**src/dgp_pkg.sv**
```systemverilog
////////////////////////////////////////////////////////////////////////////////
// shared constants of the dual gpio port
package dgp_pkg;

  // port width and filtered input layout on port a
  localparam int unsigned PORT_W = 8;
  localparam int unsigned CAP_W = 4;
  localparam int unsigned EDGE_W = 5;
  localparam int unsigned FILT_W = 6;
  localparam int unsigned TIMER_BIT = 4;
  localparam int unsigned TRIG_BIT = 5;

  // register byte addresses on apb
  localparam logic [31:0] ADDR_PORT_A_DATA = 32'hfffff01c;
  localparam logic [31:0] ADDR_PORT_A_DIR = 32'h0ffff03c;
  localparam logic [31:0] ADDR_PORT_B_DATA = 32'hfffff020;
  localparam logic [31:0] ADDR_PORT_B_DIR = 32'h0ffff040;
  localparam logic [31:0] ADDR_RISE_EN = 32'hfffff0cc;
  localparam logic [31:0] ADDR_FALL_EN = 32'hfffff0d0;

  // reset values
  localparam logic [7:0] DIR_RESET = 8'hff;
  localparam logic [7:0] LATCH_RESET = 8'h00;
  localparam logic [7:0] EDGE_RESET = 8'h00;
  // only bits 4..0 of the edge enables exist
  localparam logic [7:0] EDGE_MASK = 8'h1f;

  // noise filter: least stable time before a level is accepted
  localparam int unsigned CLK_PERIOD_NS = 40;
  localparam int unsigned FILTER_TIME_NS = 120;
  localparam int unsigned FILTER_CYCLES =
    (FILTER_TIME_NS + CLK_PERIOD_NS - 1) / CLK_PERIOD_NS;

  // register selected by the address decoder
  typedef enum logic [2:0] {
    SEL_NONE = 3'b000,
    SEL_A_DATA = 3'b001,
    SEL_A_DIR = 3'b010,
    SEL_B_DATA = 3'b011,
    SEL_B_DIR = 3'b100,
    SEL_RISE = 3'b101,
    SEL_FALL = 3'b110
  } dgp_sel_t;

endpackage

```
**src/dgp_port.sv**
```systemverilog
// How it works
// - port a has eight pins, direction per bit
// - output pins of port a drive latch value
// - port a reads pin when input, else latch
// - reset sets port a direction to all ones
// - pin shows latch ORed with alternate output
// - capture, timer, trigger inputs are noise filtered
// - rise and fall enables jointly select valid edge
// - rise enable bits 0-3 capture, 4 timer
// - rise enable resets zero, upper bits read zero
// - port a direction register fully read/write
// - port b: eight pins, same direction scheme
// - port b data read gives pin or latch
// - port b pins carry the eight pulse outputs
// - reset sets port b to input mode
// - port b output pins read back latch
// - data write updates latch, drives if output
// - fall enable bit 1 raises request on fall
//
// Our own choice: the APB register port.
`timescale 1ns/1ps
`default_nettype none

module dgp_port #(
  parameter int unsigned FILTER_LEN = dgp_pkg::FILTER_CYCLES
) (
  input wire logic clk_in,
  input wire logic reset_in,
  // apb slave
  input wire logic psel_in,
  input wire logic penable_in,
  input wire logic pwrite_in,
  input wire logic [31:0] paddr_in,
  input wire logic [31:0] pwdata_in,
  input wire logic [3:0] pstrb_in,
  output logic [31:0] prdata_out,
  output logic pready_out,
  output logic pslverr_out,
  // port a pins
  input wire logic [7:0] port_a_pin_in,
  output logic [7:0] port_a_pin_out,
  output logic [7:0] port_a_oe_n_out,
  input wire logic [7:0] port_a_alt_in,
  // port b pins
  input wire logic [7:0] port_b_pin_in,
  output logic [7:0] port_b_pin_out,
  output logic [7:0] port_b_oe_n_out,
  input wire logic [7:0] pulse_output_in,
  // filtered alternate inputs of port a
  output logic [3:0] capture_input_out,
  output logic timer_count_input_out,
  output logic pulse_output_trigger_input_out,
  // edge requests, one-cycle pulses
  output logic [3:0] capture_irq_out,
  output logic timer_input_interrupt_out
);

  localparam int unsigned CNT_W = $clog2(FILTER_LEN + 1);
  localparam logic [CNT_W-1:0] CNT_LAST = CNT_W'(FILTER_LEN - 1);

  // refuse a filter length the counter cannot serve
  if (FILTER_LEN < 1 || FILTER_LEN > 255)
  begin : g_bad_len
    $error("filter length out of range");
  end
  //////////////////////////////////////////////////////////////////////////////
  // address decoding
  function automatic dgp_pkg::dgp_sel_t sel_of(input logic [31:0] addr);
    dgp_pkg::dgp_sel_t s;
    s = dgp_pkg::SEL_NONE;
    case (addr)
      dgp_pkg::ADDR_PORT_A_DATA: s = dgp_pkg::SEL_A_DATA;
      dgp_pkg::ADDR_PORT_A_DIR: s = dgp_pkg::SEL_A_DIR;
      dgp_pkg::ADDR_PORT_B_DATA: s = dgp_pkg::SEL_B_DATA;
      dgp_pkg::ADDR_PORT_B_DIR: s = dgp_pkg::SEL_B_DIR;
      dgp_pkg::ADDR_RISE_EN: s = dgp_pkg::SEL_RISE;
      dgp_pkg::ADDR_FALL_EN: s = dgp_pkg::SEL_FALL;
      default: s = dgp_pkg::SEL_NONE;
    endcase
    return s;
  endfunction
  // registers
  logic [7:0] a_latch_r; // port a output latch
  logic [7:0] a_dir_r; // port a direction, 1 = input
  logic [7:0] b_latch_r; // port b output latch
  logic [7:0] b_dir_r; // port b direction, 1 = input
  logic [7:0] rise_en_r; // rising edge enables
  logic [7:0] fall_en_r; // falling edge enables
  logic pready_r; // access phase answer
  logic [31:0] prdata_r; // read data
  logic pslverr_r; // unmapped address answer
  // pin synchronisers
  logic [7:0] a_meta_r;
  logic [7:0] a_sync_r;
  logic [7:0] b_meta_r;
  logic [7:0] b_sync_r;
  // filter state
  logic [dgp_pkg::FILT_W-1:0] filt_r;
  logic [dgp_pkg::FILT_W-1:0] filt_d_r;
  logic [CNT_W-1:0] cnt_r [dgp_pkg::FILT_W];
  // pin drivers and edge requests
  logic [7:0] a_pin_r;
  logic [7:0] b_pin_r;
  logic [dgp_pkg::EDGE_W-1:0] irq_r;
  //////////////////////////////////////////////////////////////////////////////
  // bus decode
  dgp_pkg::dgp_sel_t sel;
  wire access = psel_in & penable_in;
  wire done = access & pready_r; // edge at which the transfer ends
  wire wr_en = done & pwrite_in & pstrb_in[0];
  wire mapped = (sel != dgp_pkg::SEL_NONE);
  assign sel = sel_of(paddr_in);
  // read views: pin level when input, latch when output
  wire [7:0] a_view = (a_dir_r & a_sync_r) | (~a_dir_r & a_latch_r);
  wire [7:0] b_view = (b_dir_r & b_sync_r) | (~b_dir_r & b_latch_r);
  // read mux
  logic [7:0] rd_byte;
  always_comb
  begin
    case (sel)
      dgp_pkg::SEL_A_DATA: rd_byte = a_view;
      dgp_pkg::SEL_A_DIR: rd_byte = a_dir_r;
      dgp_pkg::SEL_B_DATA: rd_byte = b_view;
      dgp_pkg::SEL_B_DIR: rd_byte = b_dir_r;
      dgp_pkg::SEL_RISE: rd_byte = rise_en_r;
      dgp_pkg::SEL_FALL: rd_byte = fall_en_r;
      default: rd_byte = 8'h00;
    endcase
  end

  // write strobes per register
  wire wr_a_data = wr_en & (sel == dgp_pkg::SEL_A_DATA);
  wire wr_a_dir = wr_en & (sel == dgp_pkg::SEL_A_DIR);
  wire wr_b_data = wr_en & (sel == dgp_pkg::SEL_B_DATA);
  wire wr_b_dir = wr_en & (sel == dgp_pkg::SEL_B_DIR);
  wire wr_rise = wr_en & (sel == dgp_pkg::SEL_RISE);
  wire wr_fall = wr_en & (sel == dgp_pkg::SEL_FALL);
  wire [7:0] wbyte = pwdata_in[7:0];
  //////////////////////////////////////////////////////////////////////////////
  // apb answer: one wait state, then pready with data
  always_ff @(posedge clk_in)
  begin
    if (reset_in)
    begin
      pready_r <= 1'b0;
      prdata_r <= 32'h0000_0000;
      pslverr_r <= 1'b0;
    end
    else
    begin
      pready_r <= access & ~pready_r;
      prdata_r <= {24'h00_0000, rd_byte};
      pslverr_r <= access & ~pready_r & ~mapped;
    end
  end
  //////////////////////////////////////////////////////////////////////////////
  // port a registers
  always_ff @(posedge clk_in)
  begin
    if (reset_in)
    begin
      a_latch_r <= dgp_pkg::LATCH_RESET;
      a_dir_r <= dgp_pkg::DIR_RESET;
    end
    else
    begin
      if (wr_a_data)
        a_latch_r <= wbyte;
      if (wr_a_dir)
        a_dir_r <= wbyte;
    end
  end
  // port b registers
  always_ff @(posedge clk_in)
  begin
    if (reset_in)
    begin
      b_latch_r <= dgp_pkg::LATCH_RESET;
      b_dir_r <= dgp_pkg::DIR_RESET;
    end
    else
    begin
      if (wr_b_data)
        b_latch_r <= wbyte;
      if (wr_b_dir)
        b_dir_r <= wbyte;
    end
  end
  // edge enables, upper bits held at zero
  always_ff @(posedge clk_in)
  begin
    if (reset_in)
    begin
      rise_en_r <= dgp_pkg::EDGE_RESET;
      fall_en_r <= dgp_pkg::EDGE_RESET;
    end
    else
    begin
      if (wr_rise)
        rise_en_r <= wbyte & dgp_pkg::EDGE_MASK;
      if (wr_fall)
        fall_en_r <= wbyte & dgp_pkg::EDGE_MASK;
    end
  end
  //////////////////////////////////////////////////////////////////////////////
  // pin drivers: latch ORed with alternate output, registered
  wire [7:0] a_pin_nxt = a_latch_r | port_a_alt_in;
  wire [7:0] b_pin_nxt = b_latch_r | pulse_output_in;
  always_ff @(posedge clk_in)
  begin
    if (reset_in)
    begin
      a_pin_r <= dgp_pkg::LATCH_RESET;
      b_pin_r <= dgp_pkg::LATCH_RESET;
    end
    else
    begin
      a_pin_r <= a_pin_nxt;
      b_pin_r <= b_pin_nxt;
    end
  end
  // two-flop synchronisers for all pins
  always_ff @(posedge clk_in)
  begin
    if (reset_in)
    begin
      a_meta_r <= 8'h00;
      a_sync_r <= 8'h00;
      b_meta_r <= 8'h00;
      b_sync_r <= 8'h00;
    end
    else
    begin
      a_meta_r <= port_a_pin_in;
      a_sync_r <= a_meta_r;
      b_meta_r <= port_b_pin_in;
      b_sync_r <= b_meta_r;
    end
  end
  //////////////////////////////////////////////////////////////////////////////
  // noise filter: a new level must hold for FILTER_LEN samples
  for (genvar i = 0; i < dgp_pkg::FILT_W; i++)
  begin : g_filt
    wire differs = (a_sync_r[i] != filt_r[i]);
    wire settle = differs & (cnt_r[i] == CNT_LAST);
    always_ff @(posedge clk_in)
    begin
      if (reset_in)
      begin
        cnt_r[i] <= '0;
        filt_r[i] <= 1'b0;
      end
      else if (!differs)
        cnt_r[i] <= '0; // glitch shorter than filter is dropped
      else if (settle)
      begin
        cnt_r[i] <= '0;
        filt_r[i] <= a_sync_r[i];
      end
      else
        cnt_r[i] <= cnt_r[i] + 1'b1;
    end
  end
  // previous filtered level for edge detection
  always_ff @(posedge clk_in)
  begin
    if (reset_in)
      filt_d_r <= '0;
    else
      filt_d_r <= filt_r;
  end
  //////////////////////////////////////////////////////////////////////////////
  // edge requests gated by rise and fall enables
  wire [dgp_pkg::EDGE_W-1:0] f_now = filt_r[dgp_pkg::EDGE_W-1:0];
  wire [dgp_pkg::EDGE_W-1:0] f_old = filt_d_r[dgp_pkg::EDGE_W-1:0];
  wire [dgp_pkg::EDGE_W-1:0] rise = f_now & ~f_old;
  wire [dgp_pkg::EDGE_W-1:0] fall = ~f_now & f_old;
  wire [dgp_pkg::EDGE_W-1:0] irq_nxt =
    (rise & rise_en_r[dgp_pkg::EDGE_W-1:0]) |
    (fall & fall_en_r[dgp_pkg::EDGE_W-1:0]);
  always_ff @(posedge clk_in)
  begin
    if (reset_in)
      irq_r <= '0;
    else
      irq_r <= irq_nxt;
  end
  //////////////////////////////////////////////////////////////////////////////
  // outputs, all straight from flip-flops
  assign prdata_out = prdata_r;
  assign pready_out = pready_r;
  assign pslverr_out = pslverr_r;
  assign port_a_pin_out = a_pin_r;
  assign port_a_oe_n_out = a_dir_r; // low drives the pin
  assign port_b_pin_out = b_pin_r;
  assign port_b_oe_n_out = b_dir_r;
  assign capture_input_out = filt_r[dgp_pkg::CAP_W-1:0];
  assign timer_count_input_out = filt_r[dgp_pkg::TIMER_BIT];
  assign pulse_output_trigger_input_out = filt_r[dgp_pkg::TRIG_BIT];
  assign capture_irq_out = irq_r[dgp_pkg::CAP_W-1:0];
  assign timer_input_interrupt_out = irq_r[dgp_pkg::TIMER_BIT];
endmodule

`default_nettype wire

```
**config.mk**
```make
export PLATFORM = sky130hd
export DESIGN_NAME = dgp_port
export DESIGN_NICKNAME = d
export VERILOG_FILES = /design/src/dgp_pkg.sv /design/src/dgp_port.sv
export SDC_FILE = /design/constraint.sdc
export NUM_CORES = 1
export LEC_CHECK = 0
export BUFFER_PORTS_ARGS = -buffer_cell sky130_fd_sc_hd__buf_2
export CORE_ASPECT_RATIO = 1.2
export CORE_MARGIN = 1
export CORE_UTILIZATION = 50
export DETAILED_ROUTE_END_ITERATION = 10
export PLACE_DENSITY = 0.8
export SLEW_MARGIN = 20
export SYNTH_ARGS = -nofsm -noshare
export SYNTH_HDL_FRONTEND = slang
export SYNTH_SLANG_ARGS = --single-unit
```
**constraint.sdc**
```tcl
create_clock -name clk_in -period 3.3 [get_ports clk_in]
set_clock_uncertainty 0.2 [all_clocks]
set_input_delay 0.165 -clock clk_in [delete_from_list [all_inputs] [get_ports clk_in]]
set_output_delay 0.165 -clock clk_in [all_outputs]
set_load 0.005 [all_outputs]
```
==> impl_summary.md <==
Global route
The met3 track demand over resource is 0.0620. The met2 track demand over resource is 0.464. After global routing the overflow that remains totals 0.

The global routing usage on met1 is 0.288. The wire length of the first global-routing pass is about 21000 um. The via count of the first global-routing pass is roughly 4500.

The peak-usage layer in the global routing report is met2. Entering global routing, the biggest net connects 62 pins. Across every metal layer, demand over resource in global routing totals 0.265.

The initial antenna violation count is 0.

Critical path
The delay contributed by the slowest stage of the critical path is 0.61 ns. The critical path goes through dlygate4sd3_1 -> buf_2 -> clkinv_1 -> o211ai_1 -> a22oi_1. The path depth of the worst reg2reg path is 5. Along the worst path, the maximum fanout reaches 18.

The reg-to-reg setup timing slack is roughly 1.1 ns. In this run the critical register-to-register path is captured at a_latch_r[5]. The start-to-end type of the worst setup path is in -> reg. At the worst endpoint, the required time is ~3.3 ns. The startpoint type of the worst setup path is an input pin. Data on the critical path arrives at its endpoint at roughly 2.5 ns. The worst setup path is captured at a flop.

The timing startpoint of the critical path is reset_in. The slowest stage of the critical path is the sky130_fd_sc_hd__o211ai_1 cell. The reg-to-reg startpoint is pready_out. The end of the critical path is prdata_out[2].

Clock network
The H-tree depth is 4. The clock sink total is 128. After clock tree synthesis, the clock-pin slew on the worst setup and hold paths is approximately 0.050 ns. Post-CTS timing repair inserted 0 buffers for setup.

The buffer cell driving the clock tree root is sky130_fd_sc_hd__clkbuf_16. At the later pin of the worst-skew pair, clock insertion delay measures around 0.42 ns. Hold repair after CTS inserted 45 buffers. The number of buffers created by CTS is 17. The clock passes through at most 2 buffers. The TritonCTS clock tree is built. The number of resized instances in the post-cts repair step is 0.

Floorplan
The I/O pin total is roughly 180. The initial utilization of the core area, before any placement, comes to 0.515. After floorplanning, the core was sized to cover 0.0101 mm^2. The vertical die dimension is 114 um. The number of placement rows is 40. The overall die width is between 90 and 100 um. The die area is 0.0108 mm^2.

Synth
Counting flops and latches in the post-synthesis netlist gives 128. The average cell area after synthesis is 10.1 um^2. The most used flip-flop cell after synthesis is sky130_fd_sc_hd__dfxtp_1. The sequential fraction of the synthesis area is 0.518. The cell count after synthesis is between 500 and 600. The share of synthesized area in the top cell type comes to 0.448. The most common cell in the synthesized netlist is sky130_fd_sc_hd__dfxtp_1. The top cell type by total area after synthesis is sky130_fd_sc_hd__dfxtp_1. The proportion of register bits with asynchronous set or reset after synthesis is 0. The total standard cell area after synthesis is 0.00518 mm^2. The commonest cells after synthesis are sky130_fd_sc_hd__dfxtp_1 (116), sky130_fd_sc_hd__nor2_1 (86), sky130_fd_sc_hd__mux2i_1 (54). The number of distinct library cell variants in the gate-level netlist after synthesis is 43. The synthesized design contains 12 enable-type register cells. Yosys attributes the largest share of cell area to sky130_fd_sc_hd__dfxtp_1 (45%), sky130_fd_sc_hd__mux2i_1 (10%), sky130_fd_sc_hd__edfxtp_1 (7.0%). The number of warning messages in the yosys log is 0.

Timing
The number of hold violations in the final report came to 0. Setup repair after global routing left no endpoint under its margin. Setup violations remaining at the end of the flow were counted as 0. The slew at the pin with the worst max-slew slack is approximately 0.84 ns.

The number of slew-limit violations in the final report is 0. Headroom to the max-slew limit came out at 0.438. The final cycle utilization of the critical path is 0.731. The post-route minimum period is roughly 2.4 ns.

After routing, the total negative slack on setup checks comes to 0 ns. Derived from the worst setup path, the maximum achievable clock frequency is 415 MHz.

Cells and area
cnt_r holds more flip-flops than any other register. The share of final-layout standard cells stronger than drive strength 1 is 0.261. The final design instance area without fill is 0.00700 mm^2. The antenna diode count is 0. The flip-flop count of the largest register, all copies and words added is 12. At the end of the flow, the number of nets in the layout was slightly above 800.

The area growth from synthesis to layout is 35.0%.

Placement
The congestion estimate from routability-driven global placement came to approximately 0.84. During placement, the flow inserted port buffers numbering 130. The wire-length estimate of the detail-placed layout is 8810 um. The placed instances occupy a cell area of between 0.005 and 0.006 mm^2.

Outcome
The run finished with clean final reports.

Drt
Dividing the detail-routed wire length by the instance count gives about 16 um. In this run the remaining antenna-violating nets after routing total 0. Detailed routing inserted a total of approximately 4500 vias. The total wirelength of the detailed-routed design is around 14000 um. For this block, the initial DRC count from the detailed router was 346. After detailed routing, the number of vias per cell comes to between 5 and 6. The DRC violation count after routing is 0. The number of search-and-repair iterations in the first detailed-routing pass is 5.

Job
The number of violations of the max-capacitance limit is 0.

Worst hold path
The worst min-delay path class is in -> reg.

Pwr
The power per cell area is 533 mW/mm^2. The maximum VDD drop is 0.392 mV. The analysis attributes to cell leakage a power of roughly 0.003 uW.
## cell families (layout without fill, tap and decap cells)
family / count (synthesis) / count (layout) / share of synthesized area
buf+inv: 50 / 224 / 0.0546
simple gates: 219 / 219 / 0.224
other cells: 2 / 36 / 0.00145
xor+xnor: 6 / 6 / 0.0101
mux: 64 / 64 / 0.126
flops: 128 / 128 / 0.518
fa+ha+maj: 6 / 6 / 0.0145
compound gates: 40 / 40 / 0.0519
## area by class of cell
cell class | instances | area [um^2]
Timing Repair Buffer | 185 | 1180
Tap cell | 126 | 158
Fill cell | 744 | 3060
Multi-Input combinational cell | 371 | 2340
Clock buffer | 21 | 483
Clock inverter | 11 | 125
Inverter | 7 | 26.3
Sequential cell | 128 | 2680
## stage by stage
stage | hold slack (ns) | total power, uW | setup WS [ns] | instances | utilization
after floorplan | 0.0808 | 1760 | 0.885 | 549 | -
after global placement | 0.170 | 1820 | 0.734 | 772 | 0.590
after detailed placement | 0.174 | 1820 | 0.717 | 772 | 0.590
after CTS | 0.116 | 3740 | 0.978 | 849 | 0.695
after global routing | 0.144 | 3860 | 0.770 | 849 | 0.695
final | 0.129 | 3730 | 0.889 | 849 | 0.695
## worst min path at each step
stage / depth (start not counted) / slack, ns / start / endpoint
detailed placement: 3 / 0.17 / pulse_output_in[2] / port_b_pin_out[2]
global placement: 3 / 0.17 / pulse_output_in[4] / port_b_pin_out[4]
CTS: 6 / 0.12 / paddr_in[30] / prdata_out[2]
finish: 6 / 0.13 / paddr_in[30] / prdata_out[2]
global route: 6 / 0.14 / paddr_in[30] / prdata_out[2]
floorplan: 2 / 0.08 / port_a_alt_in[0] / port_a_pin_out[0]
## layout by cell type (no fill, tap or decap), types with 11 or more instances in the layout
| master | n |
|---|---|
| sky130_fd_sc_hd__buf_2 | 130 |
| sky130_fd_sc_hd__dfxtp_1 | 116 |
| sky130_fd_sc_hd__nor2_1 | 86 |
| sky130_fd_sc_hd__mux2i_1 | 54 |
| sky130_fd_sc_hd__dlygate4sd3_1 | 45 |
| sky130_fd_sc_hd__nor2b_1 | 37 |
| sky130_fd_sc_hd__conb_1 | 36 |
| sky130_fd_sc_hd__nand2_1 | 28 |
| sky130_fd_sc_hd__clkbuf_16 | 19 |
| sky130_fd_sc_hd__a21oi_1 | 12 |
| sky130_fd_sc_hd__nand3_1 | 12 |
| sky130_fd_sc_hd__edfxtp_1 | 12 |
| sky130_fd_sc_hd__nand3b_1 | 11 |
## power breakdown
part / switching [uW] / internal (uW) / leakage (uW)
registers: 15.7 / 1610 / 0.00107
logic: 101 / 112 / 0.00168
clock network: 689 / 1200 / 0.000299
total: 805 / 2920 / 0.00305
## routing by layer
layer	vias to the layer above	routed length [um]
met5	-	0
met3	44	807
met2	210	6930
met4	0	629
li1	2124	-
met1	2107	5170
## worst max-delay path, delay by kind of cell
family	cells	cell delay (ns)
buffers and inverters	3	1.43
AOI/OAI and AO/OA	2	0.84
(Power assumes the default switching activity.)
